### src/hdl/gpam_pkg.sv
package gpam_pkg;

  localparam int unsigned NPORT = 8;
  localparam int unsigned PW    = 8;
  localparam int unsigned NPIN  = NPORT * PW;

  // sub-register select codes held in the per-port address register
  localparam logic [7:0] SUB_DIR    = 8'h01;
  localparam logic [7:0] SUB_ALT    = 8'h02;
  localparam logic [7:0] SUB_OPEN   = 8'h03;
  localparam logic [7:0] SUB_HIDRV  = 8'h04;
  localparam logic [7:0] SUB_STOPRC = 8'h05;

  // register write target
  localparam logic [1:0] WR_ADDR = 2'h0;
  localparam logic [1:0] WR_CTL  = 2'h1;
  localparam logic [1:0] WR_OUT  = 2'h2;

  localparam logic [7:0] DIR_RESET = 8'hFF;

  // implemented pins per variant, flat {H,G,F,E,D,C,B,A}
  localparam logic [3:0][63:0] IMPL_MASK = '{
    64'h0FFF_FFFF_FFFF_FFFF,
    64'h0F08_80FF_FFFF_FFFF,
    64'h0000_0000_7FFF_FFFF,
    64'h0000_0000_7B7F_FFFF};

  // pins that own an alternate function per variant
  localparam logic [3:0][63:0] ALT_MASK = '{
    64'h0F00_0000_F3FF_FFFB,
    64'h0F00_0000_F3FF_FFFB,
    64'h0F00_0000_F0FF_FFFB,
    64'h0F00_0000_F0FF_FFFB};

  // pins whose alternate function is forced open-drain
  localparam logic [63:0] I2C_MASK = 64'h0000_0000_0000_00C0;

  // pins feeding peripheral inputs, in output port order
  localparam int unsigned NPIN_IN = 14;
  localparam logic [5:0] IN_PIN [NPIN_IN] = '{
    6'h00, 6'h03, 6'h04, 6'h06, 6'h07, 6'h10, 6'h12,
    6'h13, 6'h14, 6'h15, 6'h16, 6'h18, 6'h1C, 6'h1E};

  // pins driven by peripheral outputs
  localparam int unsigned NPIN_OUT = 12;
  localparam logic [5:0] OUT_PIN [NPIN_OUT] = '{
    6'h01, 6'h05, 6'h06, 6'h07, 6'h11, 6'h13,
    6'h14, 6'h15, 6'h17, 6'h19, 6'h1D, 6'h1F};

  typedef struct packed {
    logic [63:0]       sync1;
    logic [63:0]       sync2;
    logic [63:0]       prev;
    logic [63:0]       in_data;
    logic [63:0]       stop_ref;
    logic [7:0][7:0]   addr;
    logic [7:0][7:0]   dir;
    logic [7:0][7:0]   alt;
    logic [7:0][7:0]   odrain;
    logic [7:0][7:0]   hidrv;
    logic [7:0][7:0]   stoprc;
    logic [7:0][7:0]   outd;
    logic [63:0]       pin_out;
    logic [63:0]       pin_oe_n;
    logic [63:0]       pin_high_drive;
    logic [63:0]       irq_pulse;
    logic [13:0]       periph_in;
    logic [11:0]       adc_en;
    logic              stop_recover;
    logic [7:0]        rd_addr;
    logic [7:0]        rd_ctl;
    logic [7:0]        rd_in;
    logic [7:0]        rd_out;
  } gpam_state_s;

endpackage : gpam_pkg

### src/hdl/gpam_port_top.sv
// Operation
// - seven 8-bit ports A-G plus 4-bit port H, each with control and data.
// - each pin sets direction, open-drain, drive and alternate function.
// - smaller variants implement a pin subset; smallest lacks C7, D7, D2, E-H.
// - per-pin alternate select picks plain I/O or the peripheral function.
// - with alternate selected, output functions drive the pin; only SPI C3-C5 take their output enable from the peripheral.
// - A4/A5 UART 0 receive and transmit, infrared capable.
// - A6/A7 I2C clock/data, forced open-drain when selected.
// - C0/C1 timer 1, C2-C5 SPI, C6/C7 timer 2 (C7 absent smallest).
// - D0/D1 timer 3, absent on two smallest variants; D2/D3 nothing.
// - D4/D5 UART 1 data, D6 UART 1 clear-to-send, D7 watchdog oscillator.
// - ports E, F, G have no alternate functions.
// - interrupt pins pulse on rising, falling, or both edges.
// - in stop mode with clock halted the port logic stays idle.
// - in halt mode the port logic runs normally.
// - direction 0 drives output data, 1 tri-states and samples; reset to 1.
// - address codes 01-05 pick dir, alt, open, drive, stop-recovery.
// - any level change on a recovery-enabled pin requests stop recovery.
`timescale 1ns/10ps
`default_nettype none

module gpam_port_top #(
  parameter int unsigned VARIANT = 3
) (
  input  wire logic        clk_sys,
  input  wire logic        nrst,
  input  wire logic        clk_en,
  input  wire logic        stop_mode,
  input  wire logic        wr_en,
  input  wire logic [2:0]  wr_port,
  input  wire logic [1:0]  wr_kind,
  input  wire logic [7:0]  wr_data,
  input  wire logic [2:0]  rd_port,
  input  wire logic [63:0] pin_in,
  input  wire logic [63:0] irq_enable,
  input  wire logic [63:0] irq_falling,
  input  wire logic [63:0] irq_both,
  input  wire logic        timer0_output,
  input  wire logic        uart0_transmit,
  input  wire logic        i2c_scl_out,
  input  wire logic        i2c_sda_out,
  input  wire logic        timer1_output,
  input  wire logic        spi_sck_out,
  input  wire logic        spi_sck_oe,
  input  wire logic        spi_mosi_out,
  input  wire logic        spi_mosi_oe,
  input  wire logic        spi_miso_out,
  input  wire logic        spi_miso_oe,
  input  wire logic        timer2_output,
  input  wire logic        timer3_output,
  input  wire logic        uart1_transmit,
  input  wire logic        watchdog_osc_output,
  output logic [63:0]      pin_out,
  output logic [63:0]      pin_oe_n,
  output logic [63:0]      pin_high_drive,
  output logic [63:0]      irq_pulse,
  output logic             stop_recover,
  output logic [7:0]       rd_addr,
  output logic [7:0]       rd_ctl,
  output logic [7:0]       rd_in,
  output logic [7:0]       rd_out,
  output logic             timer0_input,
  output logic             uart0_clear_to_send,
  output logic             uart0_receive,
  output logic             i2c_scl_in,
  output logic             i2c_sda_in,
  output logic             timer1_input,
  output logic             spi_ss_in,
  output logic             spi_sck_in,
  output logic             spi_mosi_in,
  output logic             spi_miso_in,
  output logic             timer2_input,
  output logic             timer3_input,
  output logic             uart1_receive,
  output logic             uart1_clear_to_send,
  output logic [11:0]      adc_channel_en
);

  localparam logic [63:0] IMPL = gpam_pkg::IMPL_MASK[VARIANT];
  localparam logic [63:0] ALTP = gpam_pkg::ALT_MASK[VARIANT] & IMPL;

  gpam_pkg::gpam_state_s st;
  gpam_pkg::gpam_state_s next_st;

  // implemented bits of one port
  function automatic logic [7:0] port_mask(input logic [2:0] p);
    port_mask = IMPL[p*gpam_pkg::PW +: gpam_pkg::PW];
  endfunction : port_mask

  logic [63:0] rise;
  logic [63:0] fall;
  logic [63:0] act;
  logic [63:0] odr;
  logic [63:0] drv;
  logic [63:0] val;
  logic [63:0] af_val;
  logic [63:0] af_drv;
  logic [11:0] src_val;
  logic [11:0] src_oe;
  logic [7:0]  pm;

  always_comb begin
    next_st = st;
    pm      = port_mask(wr_port);
    // two-stage synchroniser, first stage feeds only the second
    next_st.sync1 = pin_in;
    next_st.sync2 = st.sync1;
    next_st.prev  = st.sync2;
    // input data register is frozen in stop mode
    if (!stop_mode) begin
      next_st.in_data = st.sync2 & IMPL;
    end
    rise = st.sync2 & ~st.prev;
    fall = ~st.sync2 & st.prev;
    next_st.irq_pulse = {64{~stop_mode}} & irq_enable & IMPL &
                        ((irq_both & (rise | fall)) |
                         (~irq_both & irq_falling & fall) |
                         (~irq_both & ~irq_falling & rise));
    // recovery compares against the level held at stop entry
    if (!stop_mode) begin
      next_st.stop_ref = st.sync2;
    end
    next_st.stop_recover = stop_mode &
      (|((st.sync2 ^ st.stop_ref) & st.stoprc & IMPL));

    // register writes
    if (wr_en) begin
      case (wr_kind)
        gpam_pkg::WR_ADDR: next_st.addr[wr_port] = wr_data;
        gpam_pkg::WR_CTL: begin
          case (st.addr[wr_port])
            gpam_pkg::SUB_DIR:    next_st.dir[wr_port]    = wr_data | ~pm;
            gpam_pkg::SUB_ALT:    next_st.alt[wr_port]    = wr_data & pm;
            gpam_pkg::SUB_OPEN:   next_st.odrain[wr_port] = wr_data & pm;
            gpam_pkg::SUB_HIDRV:  next_st.hidrv[wr_port]  = wr_data & pm;
            gpam_pkg::SUB_STOPRC: next_st.stoprc[wr_port] = wr_data & pm;
            default: ;
          endcase
        end
        gpam_pkg::WR_OUT: next_st.outd[wr_port] = wr_data & pm;
        default: ;
      endcase
    end

    // alternate function selection only where a function exists
    act = st.alt & ALTP;
    src_val = {watchdog_osc_output, uart1_transmit, timer3_output,
               timer2_output, spi_miso_out, spi_mosi_out, spi_sck_out,
               timer1_output, i2c_sda_out, i2c_scl_out, uart0_transmit,
               timer0_output};
    src_oe  = {4'hF, spi_miso_oe, spi_mosi_oe, spi_sck_oe, 5'h1F};
    af_val = '0;
    af_drv = '0;
    for (int k = 0; k < gpam_pkg::NPIN_OUT; k++) begin
      af_val[gpam_pkg::OUT_PIN[k]] = src_val[k];
      af_drv[gpam_pkg::OUT_PIN[k]] = src_oe[k];
    end
    val = (act & af_val) | (~act & st.outd);
    drv = (act & af_drv) | (~act & ~st.dir);
    odr = st.odrain | (act & gpam_pkg::I2C_MASK);
    drv = drv & ~(odr & val);
    next_st.pin_out        = val & IMPL;
    next_st.pin_oe_n       = ~(drv & IMPL);
    next_st.pin_high_drive = st.hidrv & IMPL;

    for (int k = 0; k < gpam_pkg::NPIN_IN; k++) begin
      next_st.periph_in[k] = st.sync2[gpam_pkg::IN_PIN[k]] &
                             act[gpam_pkg::IN_PIN[k]];
    end
    next_st.adc_en = {act[59:56], act[15:8]};

    // registered read-back of the selected port
    next_st.rd_addr = st.addr[rd_port];
    next_st.rd_in   = st.in_data[rd_port*gpam_pkg::PW +: gpam_pkg::PW];
    next_st.rd_out  = st.outd[rd_port];
    case (st.addr[rd_port])
      gpam_pkg::SUB_DIR:    next_st.rd_ctl = st.dir[rd_port] &
                                             port_mask(rd_port);
      gpam_pkg::SUB_ALT:    next_st.rd_ctl = st.alt[rd_port];
      gpam_pkg::SUB_OPEN:   next_st.rd_ctl = st.odrain[rd_port];
      gpam_pkg::SUB_HIDRV:  next_st.rd_ctl = st.hidrv[rd_port];
      gpam_pkg::SUB_STOPRC: next_st.rd_ctl = st.stoprc[rd_port];
      default:              next_st.rd_ctl = 8'h00;
    endcase
  end

  // clock enable low freezes everything; halt keeps it high
  always_ff @(posedge clk_sys) begin
    if (!nrst) begin
      st          <= '0;
      st.dir      <= {gpam_pkg::NPORT{gpam_pkg::DIR_RESET}};
      st.pin_oe_n <= '1;
    end else if (clk_en) begin
      st <= next_st;
    end
  end

  assign pin_out             = st.pin_out;
  assign pin_oe_n            = st.pin_oe_n;
  assign pin_high_drive      = st.pin_high_drive;
  assign irq_pulse           = st.irq_pulse;
  assign stop_recover        = st.stop_recover;
  assign rd_addr             = st.rd_addr;
  assign rd_ctl              = st.rd_ctl;
  assign rd_in               = st.rd_in;
  assign rd_out              = st.rd_out;
  assign timer0_input        = st.periph_in[0];
  assign uart0_clear_to_send = st.periph_in[1];
  assign uart0_receive       = st.periph_in[2];
  assign i2c_scl_in          = st.periph_in[3];
  assign i2c_sda_in          = st.periph_in[4];
  assign timer1_input        = st.periph_in[5];
  assign spi_ss_in           = st.periph_in[6];
  assign spi_sck_in          = st.periph_in[7];
  assign spi_mosi_in         = st.periph_in[8];
  assign spi_miso_in         = st.periph_in[9];
  assign timer2_input        = st.periph_in[10];
  assign timer3_input        = st.periph_in[11];
  assign uart1_receive       = st.periph_in[12];
  assign uart1_clear_to_send = st.periph_in[13];
  assign adc_channel_en      = st.adc_en;

endmodule : gpam_port_top

`default_nettype wire

### config.mk
export PLATFORM = sky130hd
export DESIGN_NAME = gpam_port_top
export DESIGN_NICKNAME = d
export VERILOG_FILES = /design/src/hdl/gpam_pkg.sv /design/src/hdl/gpam_port_top.sv
export SDC_FILE = /design/constraint.sdc
export NUM_CORES = 2
export LEC_CHECK = 0
export ABC_AREA = 0
export ABC_CLOCK_PERIOD_IN_PS = 6120
export BUFFER_PORTS_ARGS = -buffer_cell sky130_fd_sc_hd__buf_4
export CAP_MARGIN = 40
export CORE_ASPECT_RATIO = 1.5
export CORE_MARGIN = 2
export CORE_UTILIZATION = 35
export DETAILED_ROUTE_END_ITERATION = 8
export GPL_TIMING_DRIVEN = 0
export SETUP_SLACK_MARGIN = 0.05
export SLEW_MARGIN = 0
export SYNTH_ARGS = -nofsm -noshare
export SYNTH_HDL_FRONTEND = slang
export SYNTH_SLANG_ARGS = --single-unit
### constraint.sdc
create_clock -name clk_sys -period 6.12 [get_ports clk_sys]
set_input_delay 0.306 -clock clk_sys [delete_from_list [all_inputs] [get_ports clk_sys]]
set_output_delay 0.306 -clock clk_sys [all_outputs]
set_load 0.05 [all_outputs]
**Word level (Yosys, flattened, before mapping)**

Cells that the tools add are included.

- Register bits: 1067
- Output and inout port bits: 315
- Word-level logic and storage cells: 178
- Input bits: 292

- Bitwise logic cells: 51
- Multiplexer cells: 26
- Reduce and logical (&&, ||, !) cells: 11
- Equal/unequal tests: 12
- Order comparisons: 3
- Shift-type cells: 3

Operators by type and width:

| kind | number |
|---|---|
| $and 64x64->64 | 7 |
| $bwmux 64 | 7 |
| $and 60x60->60 | 6 |
| $not 64->64 | 4 |
| $bmux 8 s3 | 8 |
| $or 64x64->64 | 3 |
| $not 60->60 | 3 |
| $shiftx 64x7->8 const A | 2 |
| $and 60x32->60 | 2 |
| $or 60x60->60 | 2 |
| $mux 8 | 9 |
| $and 60x64->64 | 1 |
| $not 60->64 | 1 |
| $shiftx 64x7->8 | 1 |
| $or 60x8->60 | 1 |
| $reduce_or 60->1 | 1 |
| $xor 60x60->60 | 1 |
| $pmux 8 s5 | 1 |
| $eq 8x2->1 const B | 4 |
| $eq 8x3->1 const B | 4 |
| $demux 8 s3 | 1 |
| $reduce_and 4->1 | 5 |
| $and 8x8->8 | 2 |
| $eq 8x1->1 const B | 2 |
| other kinds (12) | 28 |

**Longest topological paths before layout**

- Word-level depth: 7
- Mapped depth: 12
- Mapped depth without buffers: 7

**Least setup slack after synthesis**

OpenSTA, ideal clock, no wires.

- Path type: input -> register
- Start: in wr_port[0]
- End: reg st[530] (netlist bit)
- Arrival time: 2546 ps
- Setup time: 72 ps
- Path slack: 3501 ps
- Required time: 6048 ps
- Stages: 11
- Path through: buf_6 -> or3b_1 -> buf_6 -> o22ai_2 -> nor4_4 -> o2111ai_4 -> nor3b_4 -> buf_6 -> nor3b_2 -> buf_4 -> mux2i_1

- Cells in the longest elaborated chain, start to end: 5

Ends and longest elaborated chain:

| element | line | text |
|---|---|---|
| start, declared | gpam_port_top.sv:30 | `input wire logic [2:0] wr_port,` |
| branches (longest 5 deep; another with $shiftx 64x7->8) | n/a |  |
| end signal, assigned | gpam_port_top.sv:194 | `st <= next_st;` |
| end, declared | gpam_port_top.sv:82 | `gpam_pkg::gpam_state_s st;` |

Parallel ways; which one is timed is not known. The select of a mux whose other input is x is not followed.
A chain may end at the register's enable or synchronous reset.

**Worst setup path in the final report**

- Start: in rd_port[0]
- End: reg st (netlist bit rd_ctl[5])

- Cells in the longest elaborated chain, start to end: 4

Ends and longest elaborated chain:

| element | line | text |
|---|---|---|
| start, declared | gpam_port_top.sv:33 | `input wire logic [2:0] rd_port,` |
| branches (longest 3 deep; another with $shiftx 64x7->8) | n/a |  |
| $pmux 8 s5 * | gpam_port_top.sv:176 | `case (st.addr[rd_port])` |

Mark *: on every way between the ends. The select of a mux whose other input is x is not followed.

==> impl_metrics.env <==
export IMPL_status="finished clean"
export IMPL_grt_pass1_wl_mm=287
export IMPL_power_leakage_nw=24.2
export IMPL_ys_flop_type="dfxtp_1"
export IMPL_rsz0062_at_grt="no"
export IMPL_cts_inserted_buffers=97
export IMPL_slew_headroom_pct=35.3
export IMPL_crit_path_frequent_cell="buf_4"
export IMPL_power_density_mw_per_mm2=245
export IMPL_cts_resized_gates=0
export IMPL_fin_worst_skew_ps=56.3
export IMPL_rows=163
export IMPL_timing_hold_ws_ps=33.5
export IMPL_holdCritPathClass="in -> reg"
export IMPL_critical_path_class="in -> reg"
export IMPL_drive_above_1_share_pct=24.0
export IMPL_antenna_found_initial=11
export IMPL_internal_power_mw=10.7
export IMPL_ys_top_cells_by_count="dfxtp_1, mux2i_1, nand2_1"
export IMPL_synth_simple_gate_area_share_pct=13.7
export IMPL_async_reset_ff_share_pct=0
export IMPL_synth_edf_count=0
export IMPL_worst_r2r_setup_slack_ps=2640
export IMPL_drt_wl_total_mm=206
export IMPL_slowest_stage="buf_2"
export IMPL_io_pins=607
export IMPL_critical_path_startpoint_type="input port"
export IMPL_slew_violations=0
export IMPL_clockBufferDepth=3
export IMPL_postCtsHoldBufs=183
export IMPL_synth_most_common_cell="dfxtp_1"
export IMPL_crit_chain="buf_4 > buf_4 > buf_4 > buf_4 > buf_2 > buf_2 > mux2i_1 > o21ai_0 > mux2i_1 > a21oi_1 > a21oi_1 > a31oi_1"
export IMPL_detail_route_first_pass_iterations=8
export IMPL_synth_xor_area_share_pct=1.13
export IMPL_fill_cells=12630
export IMPL_slowest_delay_ps=510
export IMPL_gp_congestion=1.02
export IMPL_totalPowerFinal_mw=14.5
export IMPL_whs_endpoint="st[725]"
export IMPL_numClockSinks=983
export IMPL_multi_input_area_mm2=0.0226
export IMPL_first_iter_violations=3067
export IMPL_die_x_um=301
export IMPL_grt_max_degree=17
export IMPL_grt_overflow_total=0
export IMPL_netlist_top_cells_area="dfxtp_1, mux2i_1, mux4_2"
export IMPL_drv_cap=0
export IMPL_min_period_ps=3600
export IMPL_synth_top_family_by_area="multiplexers"
export IMPL_clockRootBuffer="clkbuf_16"
export IMPL_ir_worst_vdd_uv=230
export IMPL_drc_errors=0
export IMPL_start_util_pct=35.2
export IMPL_ys_seq_area_share_pct=42.5
export IMPL_muxShareOfSynthArea_pct=23.1
export IMPL_antenna_left=0
export IMPL_synth_compound_area_share_pct=7.46
export IMPL_syn_mean_instance_area_um2=9.61
export IMPL_worst_slew_pin_slew_ps=971
export IMPL_r2r_end="st[570]"
export IMPL_wire_per_inst_um=27.2
export IMPL_dieHeight_um=450
export IMPL_endpoint_kind="register"
export IMPL_synth_top_area_share_pct=42.5
export IMPL_cp_arrival_ps=4190
export IMPL_r2r_cells=8
export IMPL_dp_hpwl_mm=165
export IMPL_swShare_pct=26.4
export IMPL_max_freq_mhz=278
export IMPL_path_clk_slew_ps=70
export IMPL_hold_depth=4
export IMPL_reg2reg_from="st[722]"
export IMPL_cts_tree="yes"
export IMPL_syn_inst=4821
export IMPL_fin_setup_tns_ps=0
export IMPL_fin_nets=6177
export IMPL_fin_area_mm2=0.0590
export IMPL_clockPowerShare_pct=44.7
export IMPL_grt_pass1_vias=38889
export IMPL_place_area_mm2=0.0538
export IMPL_timing_final_crit_share_pct=58.8
export IMPL_port_buffers=566
export IMPL_yosysWarnings=0
export IMPL_setup_violations=0
export IMPL_core_mm2=0.132
export IMPL_cts_max_level=3
export IMPL_synth_adder_area_share_pct=3.24
export IMPL_track_usage_pct=29.6
export IMPL_synth_top_area_cell="dfxtp_1"
export IMPL_p_comb_share_pct=10.0
export IMPL_synth_cell_area_mm2=0.0463
export IMPL_routed_via_density=5.20
export IMPL_p_sw_mw=3.82
export IMPL_finalHoldViolations=0
export IMPL_clk_latency_ps=760
export IMPL_route_vias_total=39428
export IMPL_crit_fanout=10
export IMPL_die_area_mm2=0.135
export IMPL_ys_types=62
export IMPL_critical_path_required_ps=6720
export IMPL_post_cts_buffers=0
export IMPL_ys_ff_latch=983
export IMPL_register_area_mm2=0.0197
export IMPL_worstHoldStart="wr_data[2]"
export IMPL_area_delta_synth_final_pct=27.5
export IMPL_p_seq_share_pct=45.3
## registers in the layout (all words and copies together) (netlist names), 8 cells and up
signal / cells
act: 33
adc_channel_en: 12
irq_pulse: 60
next_st: 180
pin_high_drive: 60
pin_oe_n: 60
pin_out: 60
rd_addr: 8
rd_ctl: 8
rd_in: 8
rd_out: 8
st: 471
## layer usage
metal / global-route usage, % / wire length (um) / part of all wire, %
met1: 31.9 / 73900 / 36
met2: 51.9 / 102000 / 49
met3: 5.92 / 14500 / 7.0
met4: 20.0 / 15800 / 7.7
met5: 0 / 41 / 0.020
## worst max-delay path by stage
stage	from	to	slack (ps)
after floorplan	wr_port[0]	st[530]	3500
after global placement	clk_en	pin_oe_n[31]	-670
after detailed placement	rd_port[0]	rd_ctl[5]	1840
after CTS	rd_port[0]	rd_ctl[5]	2620
after global routing	st[714]	st[524]	2560
final	rd_port[0]	rd_ctl[5]	2520
## cells by family after synthesis
group / count (synthesis)
other: 2
xor gates and xnor gates: 60
DFF: 983
AOI/OAI and AO/OA: 567
buffers and inverters: 757
adders and majority gates: 120
and+or+nand+nor: 1423
muxes: 909
## area by class of cell
class,instances,share of cell area [%]
Antenna cell,8,0.0339
Buffer,622,6.07
Clock buffer,129,4.62
Clock inverter,46,1.06
Inverter,135,0.858
Multi-Input combinational cell,3095,38.3
Sequential cell,983,33.3
Tap cell,1732,3.67
Timing Repair Buffer,831,12.1
## power by group through the flow
stage	Clock, mW	Sequential (mW)	Combinational [mW]
after CTS	6.54	6.56	1.44
after global placement	0	6.71	1.29
final	6.47	6.56	1.45
after detailed placement	0	6.71	1.35
after floorplan	0	6.66	0.699
after global routing	6.77	6.57	1.51
## worst max-delay path, delay by kind of cell
family / cells / cell delay (ps)
AOI/OAI and AO/OA: 4 / 860
buffers and inverters: 6 / 2150
muxes: 2 / 810
## cells in the final DEF, fill, tap and decap left out, types with 20 or more instances in the layout
master | synthesis | routed
buf_1 | 42 | 42
clkbuf_1 | 228 | 240
nor2_1 | 395 | 395
a21oi_1 | 266 | 266
buf_6 | 4 | 42
ha_1 | 120 | 120
mux4_2 | 121 | 121
o21ai_0 | 105 | 105
nand2_1 | 697 | 697
a22oi_1 | 20 | 20
xor2_1 | 60 | 60
dfxtp_1 | 983 | 983
buf_4 | 311 | 885
inv_1 | 134 | 134
clkbuf_16 | 0 | 98
nand3b_1 | 24 | 24
mux2i_1 | 716 | 715
nand2b_1 | 119 | 119
buf_2 | 37 | 38
buf_8 | 0 | 33
mux2_2 | 72 | 72
o2111ai_1 | 60 | 60
dlygate4sd3_1 | 0 | 183
nand3_1 | 67 | 67
a211oi_1 | 55 | 55
## per-stage QoR
step                worst slack (ps)  util (%)  instances
floorplan                       3500         -       4835
global placement                -671      40.1       7133
detailed placement              1840      40.9       7214
CTS                             2620      44.9       7572
global route                    2560      44.9       7576
finish                          2520      44.9       7581
Power figures use the tool's default switching activity.
